==> config.mk <==
export PLATFORM = sky130hd
export DESIGN_NAME = drive_stop_mode_sequencer
export DESIGN_NICKNAME = d
export VERILOG_FILES = /design/src/hdl/drive_stop_mode_sequencer.v /design/src/hdl/tick_timer.v
export VERILOG_INCLUDE_DIRS = /design/src /design/src/hdl
export SDC_FILE = /design/constraint.sdc
export NUM_CORES = 1
export LEC_CHECK = 0
export BUFFER_PORTS_ARGS = -buffer_cell sky130_fd_sc_hd__buf_2
export CAP_MARGIN = 40
export CORE_UTILIZATION = 35
export DETAILED_ROUTE_END_ITERATION = 10
export MAX_ROUTING_LAYER = met4
export SETUP_SLACK_MARGIN = 0.2
export SYNTH_ARGS = -nofsm -noshare
export SYNTH_HDL_FRONTEND = slang
export SYNTH_SLANG_ARGS = --single-unit
==> constraint.sdc <==
create_clock -name MCLK_I -period 5.9 [get_ports MCLK_I]
set_input_delay 1.18 -clock MCLK_I [delete_from_list [all_inputs] [get_ports MCLK_I]]
set_output_delay 1.18 -clock MCLK_I [all_outputs]
set_load 0.02 [all_outputs]
==> src/hdl/stop_seq_regs.vh <==
// constants for the stop-mode sequencer: modes, setting defaults and timing counts
`ifndef STOP_SEQ_REGS_VH
`define STOP_SEQ_REGS_VH
// stop mode selector codes
`define MODE_DECEL        3'h0
`define MODE_DCBRAKE      3'h1
`define MODE_FREERUN      3'h2
`define MODE_POWERBRAKE   3'h4
`define MODE_RESET        3'h0
// frequency settings in 0.01 Hz units
`define FLOOR_FREQ_RESET  16'h0032
`define FLOOR_FREQ_MIN    16'h0001
`define FLOOR_FREQ_MAX    16'h03E8
`define CEIL_FREQ_RESET   16'h1770
`define CEIL_FREQ_MIN     16'h0FA0
`define CEIL_FREQ_MAX     16'h9C40
`define ENTRY_FREQ_RESET  16'h01F4
`define ENTRY_FREQ_MAX    16'h1770
// durations in 0.01 s units
`define BLANK_TIME_RESET  16'h000A
`define HOLD_TIME_RESET   16'h0064
`define TIME_MAX          16'h1770
// injection level in percent
`define INJ_PCT_RESET     8'h32
`define INJ_PCT_MAX       8'hC8
// stall guard option bit for stall prevention during deceleration
`define STALL_DECEL_BIT   3
// clock rate and tick derivation: one tick is 10 ms
`define CLK_HZ            20000000
`define TICK_MS           10
`define TICK_CYCLES       ((`CLK_HZ / 1000) * `TICK_MS)
`endif

==> src/hdl/drive_stop_mode_sequencer.v <==
// stop-mode sequencer and operation frequency clamp for a motor inverter
//
// Contract
// - the stop mode setting spans 0 to 4, with 0 deceleration, 2 free run, 4 power braking, default 0.
// - deceleration stop ramps the output down to 0 Hz and then stops driving.
// - DC-braking stop decelerates until the entry frequency is reached, then goes to DC injection.
// - before injection the output is held blocked for the blanking duration.
// - DC is applied for the hold duration.
// - the injection amount is a percentage of rated current, 0 to 200, default 50.
// - a dwell frequency below the entry frequency skips the dwell and brakes instead.
// - free-run stop cuts the output as soon as the run command drops.
// - power braking slows or reverses the ramp while bus overvoltage is seen.
// - stall prevention and power braking act only while decelerating, power braking taking precedence.
// - a request below the floor frequency counts as 0 Hz and the floor bounds speed settings.
// - requests above the ceiling frequency are clamped to it, the nominal frequency excepted.
//
// The implementer's own choices: the address map and strobed register access.
`timescale 1ns/100ps
`include "stop_seq_regs.vh"
module drive_stop_mode_sequencer #(
  parameter TICK_CYCLES = `TICK_CYCLES
) (
  input  wire        MCLK_I,
  input  wire        NRST_I,
  input  wire        CE_I,
  input  wire        RUN_CMD_I,
  input  wire        BUS_OVERVOLT_I,
  input  wire        DWELL_ENABLE_I,
  input  wire [15:0] DWELL_FREQ_I,
  input  wire [15:0] REQ_FREQ_I,
  input  wire [15:0] RAMP_STEP_I,
  input  wire [15:0] NOMINAL_FREQ_I,
  input  wire [7:0]  ADDR_I,
  input  wire [15:0] WDATA_I,
  input  wire        WR_I,
  input  wire        RD_I,
  output reg  [15:0] RDATA_O,
  output reg  [15:0] OUT_FREQ_O,
  output reg         OUT_ENABLE_O,
  output reg         DC_INJECT_O,
  output reg  [7:0]  INJ_LEVEL_O,
  output reg         DWELL_ACTIVE_O,
  output reg         STALL_ACTIVE_O,
  output reg         POWER_BRAKE_ACTIVE_O,
  output reg         STOP_DONE_O,
  output wire [15:0] CLAMPED_FREQ_O,
  output wire [15:0] NOMINAL_FREQ_O
);
  // -----------------------------------------
  // register offsets
  // -----------------------------------------
  localparam [7:0] A_MODE    = 8'h00;
  localparam [7:0] A_BLANK   = 8'h01;
  localparam [7:0] A_HOLD    = 8'h02;
  localparam [7:0] A_INJPCT  = 8'h03;
  localparam [7:0] A_ENTRY   = 8'h04;
  localparam [7:0] A_FLOOR   = 8'h05;
  localparam [7:0] A_CEIL    = 8'h06;
  localparam [7:0] A_STALL   = 8'h07;
  localparam [7:0] A_STATUS  = 8'h08;
  localparam [7:0] A_OUTFREQ = 8'h09;
  // -----------------------------------------
  // sequencer states
  // -----------------------------------------
  localparam [2:0] S_IDLE  = 3'h0;
  localparam [2:0] S_RUN   = 3'h1;
  localparam [2:0] S_DECEL = 3'h2;
  localparam [2:0] S_DWELL = 3'h3;
  localparam [2:0] S_BLANK = 3'h4;
  localparam [2:0] S_INJ   = 3'h5;
  localparam [2:0] S_OFF   = 3'h6;

  reg  [2:0]  stop_mode;
  reg  [15:0] output_blank_duration;
  reg  [15:0] injection_hold_duration;
  reg  [7:0]  injection_current_percent;
  reg  [15:0] injection_entry_frequency;
  reg  [15:0] floor_frequency_setting;
  reg  [15:0] ceiling_frequency_setting;
  reg  [7:0]  stall_guard_options;
  reg  [2:0]  latched_mode;
  reg  [2:0]  state;
  reg  [2:0]  next_state;
  reg  [15:0] next_freq;
  reg         tmr_load;
  reg  [15:0] tmr_count;
  wire        tmr_done;
  reg         run_meta;
  reg         run_sync;
  reg         ov_meta;
  reg         ov_sync;
  reg  [15:0] target;
  wire        decel_phase;
  wire        stall_req;
  reg  [15:0] ramp_down;
  reg  [15:0] ramp_up;

  // -----------------------------------------
  // pin synchronisers
  // -----------------------------------------
  always @(posedge MCLK_I) begin
    if (!NRST_I) begin
      run_meta <= 1'b0;
      run_sync <= 1'b0;
      ov_meta  <= 1'b0;
      ov_sync  <= 1'b0;
    end else if (CE_I) begin
      run_meta <= RUN_CMD_I;
      run_sync <= run_meta;
      ov_meta  <= BUS_OVERVOLT_I;
      ov_sync  <= ov_meta;
    end
  end

  // -----------------------------------------
  // frequency clamp
  // -----------------------------------------
  // below floor reads as zero, above ceiling saturates
  assign CLAMPED_FREQ_O = (REQ_FREQ_I < floor_frequency_setting) ? 16'h0000 :
                          (REQ_FREQ_I > ceiling_frequency_setting) ? ceiling_frequency_setting :
                          REQ_FREQ_I;
  // nominal frequency passes the ceiling unclamped
  assign NOMINAL_FREQ_O = NOMINAL_FREQ_I;

  // -----------------------------------------
  // settings writes, out-of-range values are refused
  // -----------------------------------------
  always @(posedge MCLK_I) begin
    if (!NRST_I) begin
      stop_mode                 <= `MODE_RESET;
      output_blank_duration     <= `BLANK_TIME_RESET;
      injection_hold_duration   <= `HOLD_TIME_RESET;
      injection_current_percent <= `INJ_PCT_RESET;
      injection_entry_frequency <= `ENTRY_FREQ_RESET;
      floor_frequency_setting   <= `FLOOR_FREQ_RESET;
      ceiling_frequency_setting <= `CEIL_FREQ_RESET;
      stall_guard_options       <= 8'h00;
    end else if (CE_I && WR_I) begin
      case (ADDR_I)
        A_MODE: if (WDATA_I <= 16'h0004) stop_mode <= WDATA_I[2:0];
        A_BLANK: if (WDATA_I <= `TIME_MAX) output_blank_duration <= WDATA_I;
        A_HOLD: if (WDATA_I <= `TIME_MAX) injection_hold_duration <= WDATA_I;
        A_INJPCT: if (WDATA_I <= {8'h00, `INJ_PCT_MAX}) injection_current_percent <= WDATA_I[7:0];
        A_ENTRY: if (WDATA_I <= `ENTRY_FREQ_MAX) injection_entry_frequency <= WDATA_I;
        A_FLOOR: if (WDATA_I >= `FLOOR_FREQ_MIN && WDATA_I <= `FLOOR_FREQ_MAX) floor_frequency_setting <= WDATA_I;
        A_CEIL: if (WDATA_I >= `CEIL_FREQ_MIN && WDATA_I <= `CEIL_FREQ_MAX) ceiling_frequency_setting <= WDATA_I;
        A_STALL: stall_guard_options <= WDATA_I[7:0];
        default: ;
      endcase
    end
  end

  // -----------------------------------------
  // read port, data one cycle after the strobe
  // -----------------------------------------
  always @(posedge MCLK_I) begin
    if (!NRST_I) begin
      RDATA_O <= 16'h0000;
    end else if (CE_I) begin
      if (RD_I) begin
        case (ADDR_I)
          A_MODE:    RDATA_O <= {13'h0000, stop_mode};
          A_BLANK:   RDATA_O <= output_blank_duration;
          A_HOLD:    RDATA_O <= injection_hold_duration;
          A_INJPCT:  RDATA_O <= {8'h00, injection_current_percent};
          A_ENTRY:   RDATA_O <= injection_entry_frequency;
          A_FLOOR:   RDATA_O <= floor_frequency_setting;
          A_CEIL:    RDATA_O <= ceiling_frequency_setting;
          A_STALL:   RDATA_O <= {8'h00, stall_guard_options};
          A_STATUS:  RDATA_O <= {10'h000, latched_mode, state};
          A_OUTFREQ: RDATA_O <= OUT_FREQ_O;
          default:   RDATA_O <= 16'h0000; // unmapped reads zero
        endcase
      end else begin
        RDATA_O <= 16'h0000;
      end
    end
  end

  // -----------------------------------------
  // shared timer for blanking and hold phases
  // -----------------------------------------
  tick_timer #(
    .TICK_CYCLES (TICK_CYCLES)
  ) u_timer (
    .clk_i   (MCLK_I),
    .nrst_i  (NRST_I),
    .ce_i    (CE_I),
    .load_i  (tmr_load),
    .count_i (tmr_count),
    .done_o  (tmr_done)
  );

  // -----------------------------------------
  // ramp helpers
  // -----------------------------------------
  // power braking and stall guard only matter while slowing down
  assign decel_phase = (state == S_DECEL) || (state == S_DWELL);
  assign stall_req   = stall_guard_options[`STALL_DECEL_BIT] && ov_sync && decel_phase &&
                       (latched_mode != `MODE_POWERBRAKE);
  always @* begin
    ramp_down = (OUT_FREQ_O > RAMP_STEP_I) ? OUT_FREQ_O - RAMP_STEP_I : 16'h0000;
    ramp_up   = (OUT_FREQ_O > 16'hFFFF - RAMP_STEP_I) ? 16'hFFFF : OUT_FREQ_O + RAMP_STEP_I;
    target    = CLAMPED_FREQ_O;
  end

  // -----------------------------------------
  // next-state logic
  // -----------------------------------------
  always @* begin
    next_state = state;
    next_freq  = OUT_FREQ_O;
    tmr_load   = 1'b0;
    tmr_count  = 16'h0000;
    case (state)
      S_IDLE, S_OFF: begin
        next_freq = 16'h0000;
        if (run_sync) begin
          next_state = S_RUN;
        end
      end
      S_RUN: begin
        if (!run_sync) begin
          // mode is latched here so later writes wait for the next stop
          if (stop_mode == `MODE_FREERUN) begin
            next_state = S_OFF;
            next_freq  = 16'h0000;
          end else begin
            next_state = S_DECEL;
          end
        end else if (OUT_FREQ_O < target) begin
          next_freq = (ramp_up > target) ? target : ramp_up;
        end else begin
          next_freq = (ramp_down < target) ? target : ramp_down;
        end
      end
      S_DECEL: begin
        if (latched_mode == `MODE_POWERBRAKE && ov_sync) begin
          // regenerated energy: back off by re-accelerating one step
          next_freq = ramp_up;
        end else if (stall_req) begin
          next_freq = OUT_FREQ_O; // hold the ramp while stall guard acts
        end else if (latched_mode == `MODE_DCBRAKE && OUT_FREQ_O <= injection_entry_frequency) begin
          next_state = S_BLANK;
          tmr_load   = 1'b1;
          tmr_count  = output_blank_duration;
        end else if (DWELL_ENABLE_I && OUT_FREQ_O <= DWELL_FREQ_I && OUT_FREQ_O > 16'h0000 &&
                     !(latched_mode == `MODE_DCBRAKE && DWELL_FREQ_I < injection_entry_frequency)) begin
          next_state = S_DWELL;
        end else if (OUT_FREQ_O == 16'h0000) begin
          next_state = S_OFF;
        end else begin
          next_freq = ramp_down;
        end
      end
      S_DWELL: begin
        // dwell holds frequency until the dwell request drops
        if (!DWELL_ENABLE_I) begin
          next_state = S_DECEL;
          next_freq  = ramp_down;
        end
      end
      S_BLANK: begin
        next_freq = 16'h0000;
        if (tmr_done && !tmr_load) begin
          next_state = S_INJ;
          tmr_load   = 1'b1;
          tmr_count  = injection_hold_duration;
        end
      end
      S_INJ: begin
        next_freq = 16'h0000;
        if (tmr_done) begin
          next_state = S_OFF;
        end
      end
      default: begin
        next_state = S_IDLE;
        next_freq  = 16'h0000;
      end
    endcase
  end

  // -----------------------------------------
  // state and output registers
  // -----------------------------------------
  always @(posedge MCLK_I) begin
    if (!NRST_I) begin
      state                <= S_IDLE;
      latched_mode         <= `MODE_RESET;
      OUT_FREQ_O           <= 16'h0000;
      OUT_ENABLE_O         <= 1'b0;
      DC_INJECT_O          <= 1'b0;
      INJ_LEVEL_O          <= 8'h00;
      DWELL_ACTIVE_O       <= 1'b0;
      STALL_ACTIVE_O       <= 1'b0;
      POWER_BRAKE_ACTIVE_O <= 1'b0;
      STOP_DONE_O          <= 1'b0;
    end else if (CE_I) begin
      state      <= next_state;
      OUT_FREQ_O <= next_freq;
      if (state == S_RUN && !run_sync) begin
        latched_mode <= stop_mode;
      end
      OUT_ENABLE_O         <= (next_state == S_RUN) || (next_state == S_DECEL) || (next_state == S_DWELL) ||
                              (next_state == S_INJ);
      DC_INJECT_O          <= (next_state == S_INJ);
      INJ_LEVEL_O          <= (next_state == S_INJ) ? injection_current_percent : 8'h00;
      DWELL_ACTIVE_O       <= (next_state == S_DWELL);
      STALL_ACTIVE_O       <= stall_req;
      POWER_BRAKE_ACTIVE_O <= (state == S_DECEL) && (latched_mode == `MODE_POWERBRAKE) && ov_sync;
      STOP_DONE_O          <= (next_state == S_OFF);
    end
  end
endmodule // drive_stop_mode_sequencer

==> src/hdl/tick_timer.v <==
// down-counter of 10 ms ticks with a done flag
`timescale 1ns/100ps
module tick_timer #(
  parameter TICK_CYCLES = 200000
) (
  input  wire        clk_i,
  input  wire        nrst_i,
  input  wire        ce_i,
  input  wire        load_i,
  input  wire [15:0] count_i,
  output reg         done_o
);
  reg [17:0] prescale;
  reg [15:0] remain;
  // -----------------------------------------
  // prescaler and tick countdown
  // -----------------------------------------
  always @(posedge clk_i) begin
    if (!nrst_i) begin
      prescale <= 18'h00000;
      remain   <= 16'h0000;
      done_o   <= 1'b0;
    end else if (ce_i) begin
      if (load_i) begin
        prescale <= 18'h00000;
        remain   <= count_i;
        done_o   <= (count_i == 16'h0000); // zero duration ends at once
      end else if (!done_o) begin
        if (prescale == TICK_CYCLES[17:0] - 18'h00001) begin
          prescale <= 18'h00000;
          if (remain <= 16'h0001) begin
            remain <= 16'h0000;
            done_o <= 1'b1;
          end else begin
            remain <= remain - 16'h0001;
          end
        end else begin
          prescale <= prescale + 18'h00001;
        end
      end
    end
  end
endmodule // tick_timer

==> flow_metrics.tcl, run 1 <==
set metrics [dict create \
    grt_pass1_vias 13600 \
    crit_fanout 8 \
    p_leak_nw 7.21 \
    path_cells "buf_2, inv_1, ha_1, buf_4, nor2_1, o21ai_0, buf_4, a211oi_1, nor2_1, o21bai_1, a21oi_1, xnor2_1, nand2_1, ha_1, a211oi_1, o21bai_1, a211oi_1, o21ai_0, a22oi_1, nand4_1, a21boi_2, buf_4, a21bo_2, o211ai_1" \
    fmax_mhz 187 \
    async_flop_share 0 \
    hpwl_um 41300 \
    path_buf_inv 5 \
    maxSlewViolCount 0 \
    place_area_mm2 0.0162 \
    gp_congestion 0.927 \
    cts_sinks 190 \
    io_buffers 141 \
    drt-pass1-iter-count 6 \
    start_util 0.358 \
    worstHoldPathType "reg2reg" \
    grt_first_pass_wirelength_um 81400 \
    cts_buffer_depth 2 \
    die_h_um 208 \
    p_switching_mw 0.820 \
    finalCriticalPeriod_ps 5360 \
    num_rows 74 \
    grt_antenna_before_repair 0 \
    drive_above_1_share 0.164 \
    routed_wl_um 53100 \
    grt_max_degree 97 \
    end_kind "flip-flop" \
    power.internal_mw 2.04 \
    synthCells 1775 \
    clkLatencyLatePin_ps 450 \
    ys_ff_latch 190 \
    crit_type "in2reg" \
    grtUsageTotal 0.251 \
    maxCapViolations 0 \
    cts_tree "yes" \
    tns_ps 0 \
    cp-startpoint "RAMP_STEP_I[3]" \
    slowest_stage "a22oi_1" \
    cts_setup_buffers 0 \
    p_seq_frac 0.453 \
    p_per_area_mw_per_mm2 170 \
    rsz0062_at_grt "false" \
    syn_area_mm2 0.0148 \
    cp-start-kind "input pin" \
    min_path_cells 1 \
    dpl.cell_count 2410 \
    fin_hold_ws_ps 459 \
    finish.utilization 0.407 \
    synth_edf_count 0 \
    synth_area_per_cell_um2 8.33 \
    tightest_slew_ps 857 \
    power_frac_clock 0.410 \
    required_ps 6260 \
    ys_warn_count 0 \
    routedWlPerCell_um 21.8 \
    comb_power_share 0.138 \
    ys.flop_type "dfxtp_1" \
    path_delay_family "compound AO/OA/AOI/OAI gates" \
    setup_slack_ps 539 \
    routed-via-count 14200 \
    fin_crit_sh 0.909 \
    switching_share 0.287 \
    vias_per_cell 5.81 \
    total_power_mw 2.86 \
    finalNonFillerCells 2442 \
    ys_types 97 \
    nets 2155 \
    root_buffer "clkbuf_16" \
    hold_viol_final 0 \
    peakVddDrop_v 0.000172 \
    overflow 0 \
    antenna_left 0 \
    areaGrowthSynthToFinish_pct 13.5 \
    fin_skew_ps 17.8 \
    setup_viol 0 \
    cp.depth 24 \
    numCtsBuffers 17 \
    synth.net_count 2033 \
    path_clk_slew_ps 70 \
    diodes 0 \
    maxSlewHeadroom 0.423 \
    crit_path_max_incr_delay_ps 380 \
    hold_start "DC_INJECT_O$_SDFFE_PN0P_" \
    yosysSeqAreaShare 0.257 \
    status "complete, no violations" \
    crit_arrival_ps 5730 \
    dpl_worst_slack_ps -121 \
    h-tree-depth 4 \
    r2r-start "OUT_FREQ_O[0]$_SDFFE_PN0P_" \
    num-fill-cells 4222 \
    reg2reg_depth 21 \
    final_cell_area_mm2 0.0168 \
    remaining_drc_errors 0 \
    drtIter0Drc 1366 \
    ioPinCount 174 \
    die_area_mm2 0.0431 \
    core_area_mm2 0.0413 \
    die_w_um 208 \
]
-- cells in the mapped netlist, types with 9 or more instances --
library cell / count / area share
dfxtp_1: 190 / 0.26
ha_1: 160 / 0.14
inv_1: 134 / 0.034
nand2_1: 124 / 0.031
nor2_1: 104 / 0.026
nor2b_1: 94 / 0.040
mux2i_1: 90 / 0.061
o21ai_0: 84 / 0.028
a21oi_1: 78 / 0.026
clkbuf_1: 52 / 0.013
o211ai_1: 40 / 0.020
nor3_1: 35 / 0.012
and2_1: 32 / 0.014
nand4_1: 31 / 0.013
nand3_1: 29 / 0.0098
nor4_1: 29 / 0.012
xnor2_1: 29 / 0.017
buf_4: 25 / 0.013
buf_2: 24 / 0.0081
a22o_1: 23 / 0.014
a221oi_1: 22 / 0.013
o21a_1: 22 / 0.011
a22oi_1: 20 / 0.010
and3_1: 18 / 0.0076
nand2b_1: 16 / 0.0068
or2_2: 15 / 0.0063
a21o_1: 13 / 0.0066
nor3b_1: 13 / 0.0066
a31oi_1: 12 / 0.0051
o21bai_1: 12 / 0.0061
o22ai_1: 12 / 0.0051
a21boi_0: 10 / 0.0051
a222oi_1: 10 / 0.0068
xor2_1: 10 / 0.0059
a211oi_1: 9 / 0.0046
-- logic make-up after synthesis --
kind of cell / Yosys count / synth area share
multiplexers: 98 / 0.0731
adder cells (fa/ha/maj): 162 / 0.138
buffers and inverters: 242 / 0.0703
XOR/XNOR: 39 / 0.0231
flip-flops: 190 / 0.257
AND/OR/NAND/NOR: 588 / 0.214
AO/OA/AOI/OAI: 456 / 0.224
-- path summary, 6_finish.rpt --
path                                       to  slack, ps
setup / recovery  OUT_FREQ_O[13]$_SDFFE_PN0P_        540
hold / removal       DC_INJECT_O$_SDFFE_PN0P_        460
setup reg to reg  OUT_FREQ_O[15]$_SDFFE_PN0P_        730
hold reg to reg      DC_INJECT_O$_SDFFE_PN0P_        460
-- routing by layer --
layer	global-route usage	vias up	routed length, um
li1	-	6713	-
met1	0.349	6848	25200
met2	0.375	560	22900
met3	0.0310	73	3620
met4	0.0787	0	1420
met5	-	-	0
-- flip-flops by register name, summed over array words and instances (netlist names), 3 cells and up --
signal,cells
INJ_LEVEL_O,8
OUT_FREQ_O,16
RDATA_O,16
ceiling_frequency_setting,16
floor_frequency_setting,16
injection_current_percent,8
injection_entry_frequency,16
injection_hold_duration,16
latched_mode,3
output_blank_duration,16
stall_guard_options,8
state,3
stop_mode,3
u_timer.prescale,18
u_timer.remain,16
-- cell usage in the layout, fill, tap and decap left out, drive strengths merged, types with 31 or more instances in the layout --
master  Yosys  routed
ha        160     160
a21oi      80      80
nand2     126     126
buf        56     211
dfxtp     190     190
nor2b      94      94
mux2i      90      90
o211ai     42      42
nor4       34      34
inv       134     137
nand4      31      31
nor2      106     106
nor3       36      36
o21ai      89      89
and2       33      33
-- power by group through the flow --
stage / Combinational, mW / Sequential [mW] / Clock [mW]
5_1_grt: 0.430 / 1.29 / 1.23
2_1_floorplan: 0.260 / 1.32 / 0
3_3_place_gp: 0.384 / 1.32 / 0
3_5_place_dp: 0.388 / 1.32 / 0
4_1_cts: 0.390 / 1.29 / 1.18
6_report: 0.394 / 1.29 / 1.17
-- area by class of cell --
| cell class | count | area (um2) | area share |
|---|---|---|---|
| flip-flops and latches | 190 | 3800 | 0.227 |
| repair buffers | 211 | 1250 | 0.0746 |
| clock inverters | 12 | 134 | 0.00797 |
| clock buffers | 20 | 447 | 0.0266 |
| multi-input cells | 1343 | 9980 | 0.595 |
| inverters | 134 | 503 | 0.0300 |
| well taps | 532 | 666 | 0.0396 |
-- repair_timing --
item	4_1_cts	5_1_grt
hold endpoints to repair	0	0
resized for setup	0	7
endpoints found under the setup margin	0	16
hold buffers	0	0
Power figures use the tool's default switching activity.
==> inputs of run 2 (changes only) <==
Settings changed: SLEW_MARGIN set to 30, SYNTH_HIERARCHICAL set to 1.
==> flow_metrics.tcl, run 2 <==
set metrics [dict create \
    antenna_left 0 \
    ioPinCount 174 \
    path_cells "buf_2, ha_1, nand4_4, nor3_1, a2111o_1, o31a_1, buf_4, mux2i_1, or2_2, ha_1, a21o_1, a211oi_1, nand2_1, a2111oi_4, a2bb2oi_4, a21boi_4, buf_12, buf_4, a221oi_1, o221ai_1" \
    largest_register_ffs 18 \
    yosysMostFrequentCell "dfxtp_1" \
    crit_arrival_ps 5770 \
    die_area_mm2 0.0440 \
    tightest_slew_ps 860 \
    status "complete, no violations" \
    synth_edf_count 0 \
    hold_start "DC_INJECT_O$_SDFFE_PN0P_" \
    cts_tree "yes" \
    cp.depth 20 \
    r2r-start "OUT_FREQ_O[0]$_SDFFE_PN0P_" \
    areaGrowthSynthToFinish_pct 14.6 \
    num_rows 75 \
    regMostFlops "u_timer/prescale" \
    synthCells 1867 \
    synth_area_per_cell_um2 8.08 \
    vias_per_cell 5.84 \
    path_buf_inv 4 \
    core_area_mm2 0.0422 \
    crit_fanout 12 \
    ys_warn_count 6 \
    required_ps 6210 \
    hpwl_um 41300 \
    cts_buffer_depth 2 \
    ys_ff_latch 190 \
    final_cell_mix "dfxtp_1, nor2_1, ha_1" \
    maxCapViolations 0 \
    io_buffers 141 \
    routed-via-count 14900 \
    crit_path_max_incr_delay_ps 480 \
    yosysSeqAreaShare 0.252 \
    ys_types 99 \
    setup_slack_ps 433 \
    worstHoldPathType "reg2reg" \
    numCtsBuffers 17 \
    setup_viol 0 \
    final_common_cell "dfxtp_1" \
    drive_above_1_share 0.166 \
    diodes 0 \
    path_clk_slew_ps 70 \
    grt_first_pass_wirelength_um 82700 \
    remaining_drc_errors 0 \
    drtIter0Drc 1405 \
    fin_skew_ps 10.1 \
    cp-start-kind "input pin" \
    min_path_cells 1 \
    maxSlewHeadroom 0.425 \
    peakVddDrop_v 0.000178 \
    synth_top_cells_by_area "dfxtp_1, ha_1, mux2i_1" \
    hold_viol_final 0 \
    routed_wl_um 54000 \
    crit_type "in2reg" \
    fin_hold_ws_ps 465 \
    maxSlewViolCount 0 \
    die_h_um 210 \
    h-tree-depth 4 \
    die_w_um 210 \
    cts_setup_buffers 0 \
    nets 2262 \
    grt_antenna_before_repair 1 \
    start_util 0.357 \
    overflow 0 \
    clkLatencyLatePin_ps 460 \
    rsz0062_at_grt "false" \
    reg2reg_depth 21 \
    rr_endpoint "OUT_FREQ_O[11]$_SDFFE_PN0P_" \
    end_kind "flip-flop" \
    fin_crit_sh 0.927 \
    fmax_mhz 183 \
    syn_area_mm2 0.0151 \
    grt_pass1_vias 14000 \
    tns_ps 0 \
    yosysTopAreaCell "dfxtp_1" \
    dpl_worst_slack_ps -27.7 \
    r2r_setup_slack_ps 660 \
    p_leak_nw 8.23 \
    finish.utilization 0.410 \
    p_per_area_mw_per_mm2 168 \
    routedWlPerCell_um 21.1 \
    hold_end "DC_INJECT_O$_SDFFE_PN0P_" \
    drt-pass1-iter-count 6 \
    async_flop_share 0 \
    cts_sinks 190 \
    synth_top_area_frac 0.252 \
    slowest_stage "a2111oi_4" \
    gp_congestion 0.951 \
    path_delay_family "compound AO/OA/AOI/OAI gates" \
    ys_top_cells_by_count "dfxtp_1, nor2_1, ha_1" \
    grtUsageTotal 0.250 \
    finalCriticalPeriod_ps 5470 \
    grt_max_degree 68 \
    synth.net_count 2126 \
    ys.flop_type "dfxtp_1" \
    num-fill-cells 4322 \
    root_buffer "clkbuf_16" \
]
## run 2: cell types whose count changed after synthesis, sizes merged, moves of 10 or more
cell | before | now
o211ai | 42 | 12
nand2 | 126 | 156
nor2 | 106 | 179
mux2i | 90 | 122
a21oi | 80 | 129
a21boi | 13 | 3
nor2b | 94 | 15
clkbuf | 52 | 76
a21o | 13 | 34
o21a | 23 | 8
a221oi | 23 | 11
nor4 | 34 | 22
buf | 56 | 40
and3 | 19 | 30
## run 2: worst max path at each step
stage	from	to	slack, ps
6_report	REQ_FREQ_I[15]	OUT_FREQ_O[11]$_SDFFE_PN0P_	430
5_1_grt	REQ_FREQ_I[15]	OUT_FREQ_O[11]$_SDFFE_PN0P_	190
4_1_cts	REQ_FREQ_I[13]	OUT_FREQ_O[11]$_SDFFE_PN0P_	430
3_5_place_dp	REQ_FREQ_I[13]	OUT_FREQ_O[11]$_SDFFE_PN0P_	-30
3_3_place_gp	REQ_FREQ_I[7]	OUT_FREQ_O[11]$_SDFFE_PN0P_	110
2_1_floorplan	REQ_FREQ_I[15]	OUT_FREQ_O[3]$_SDFFE_PN0P_	210
## run 2: per-stage QoR
| stage | instance area (um2) | std cells | total power [mW] |
|---|---|---|---|
| CTS | 17200 | 2553 | 2.91 |
| global placement | 16600 | 2519 | 1.73 |
| finish | 17300 | 2555 | 2.90 |
| floorplan | 15100 | 1867 | 1.60 |
| global route | 17300 | 2555 | 3.01 |
| detailed placement | 16600 | 2521 | 1.74 |
## run 2: cell families after synthesis
logic type | after synthesis | share of synthesized area
simple gates | 619 | 0.205
compound gates | 479 | 0.221
buf+inv | 246 | 0.0689
flops | 190 | 0.252
fa+ha+maj | 163 | 0.136
mux | 137 | 0.0981
xor+xnor | 33 | 0.0192
## run 2: final cells by class
class	count	area, um2	area share
clock buffers	18	439	0.0254
clock inverters	14	155	0.00897
inverters	130	488	0.0282
multi-input cells	1431	10300	0.596
flip-flops and latches	190	3800	0.220
well taps	539	674	0.0390
repair buffers	233	1430	0.0829
## run 2: what timing repair did
item                       CTS  global route
hold buffers                 0             0
hold endpoints to repair     0             0
setup endpoints to repair    0            11
resized for setup            0            11
## run 2: report_power, final
group	switching [mW]	internal [mW]
Sequential	0.00442	1.28
Combinational	0.271	0.161
Clock	0.573	0.610
Total	0.849	2.06
## run 2: per-layer routing
layer	track usage	share of wire	up-vias
met1	0.348	0.46	7163
met4	0.0768	0.026	0
met5	-	0	-
met3	0.0254	0.073	77
li1	-	-	7047
met2	0.382	0.44	622
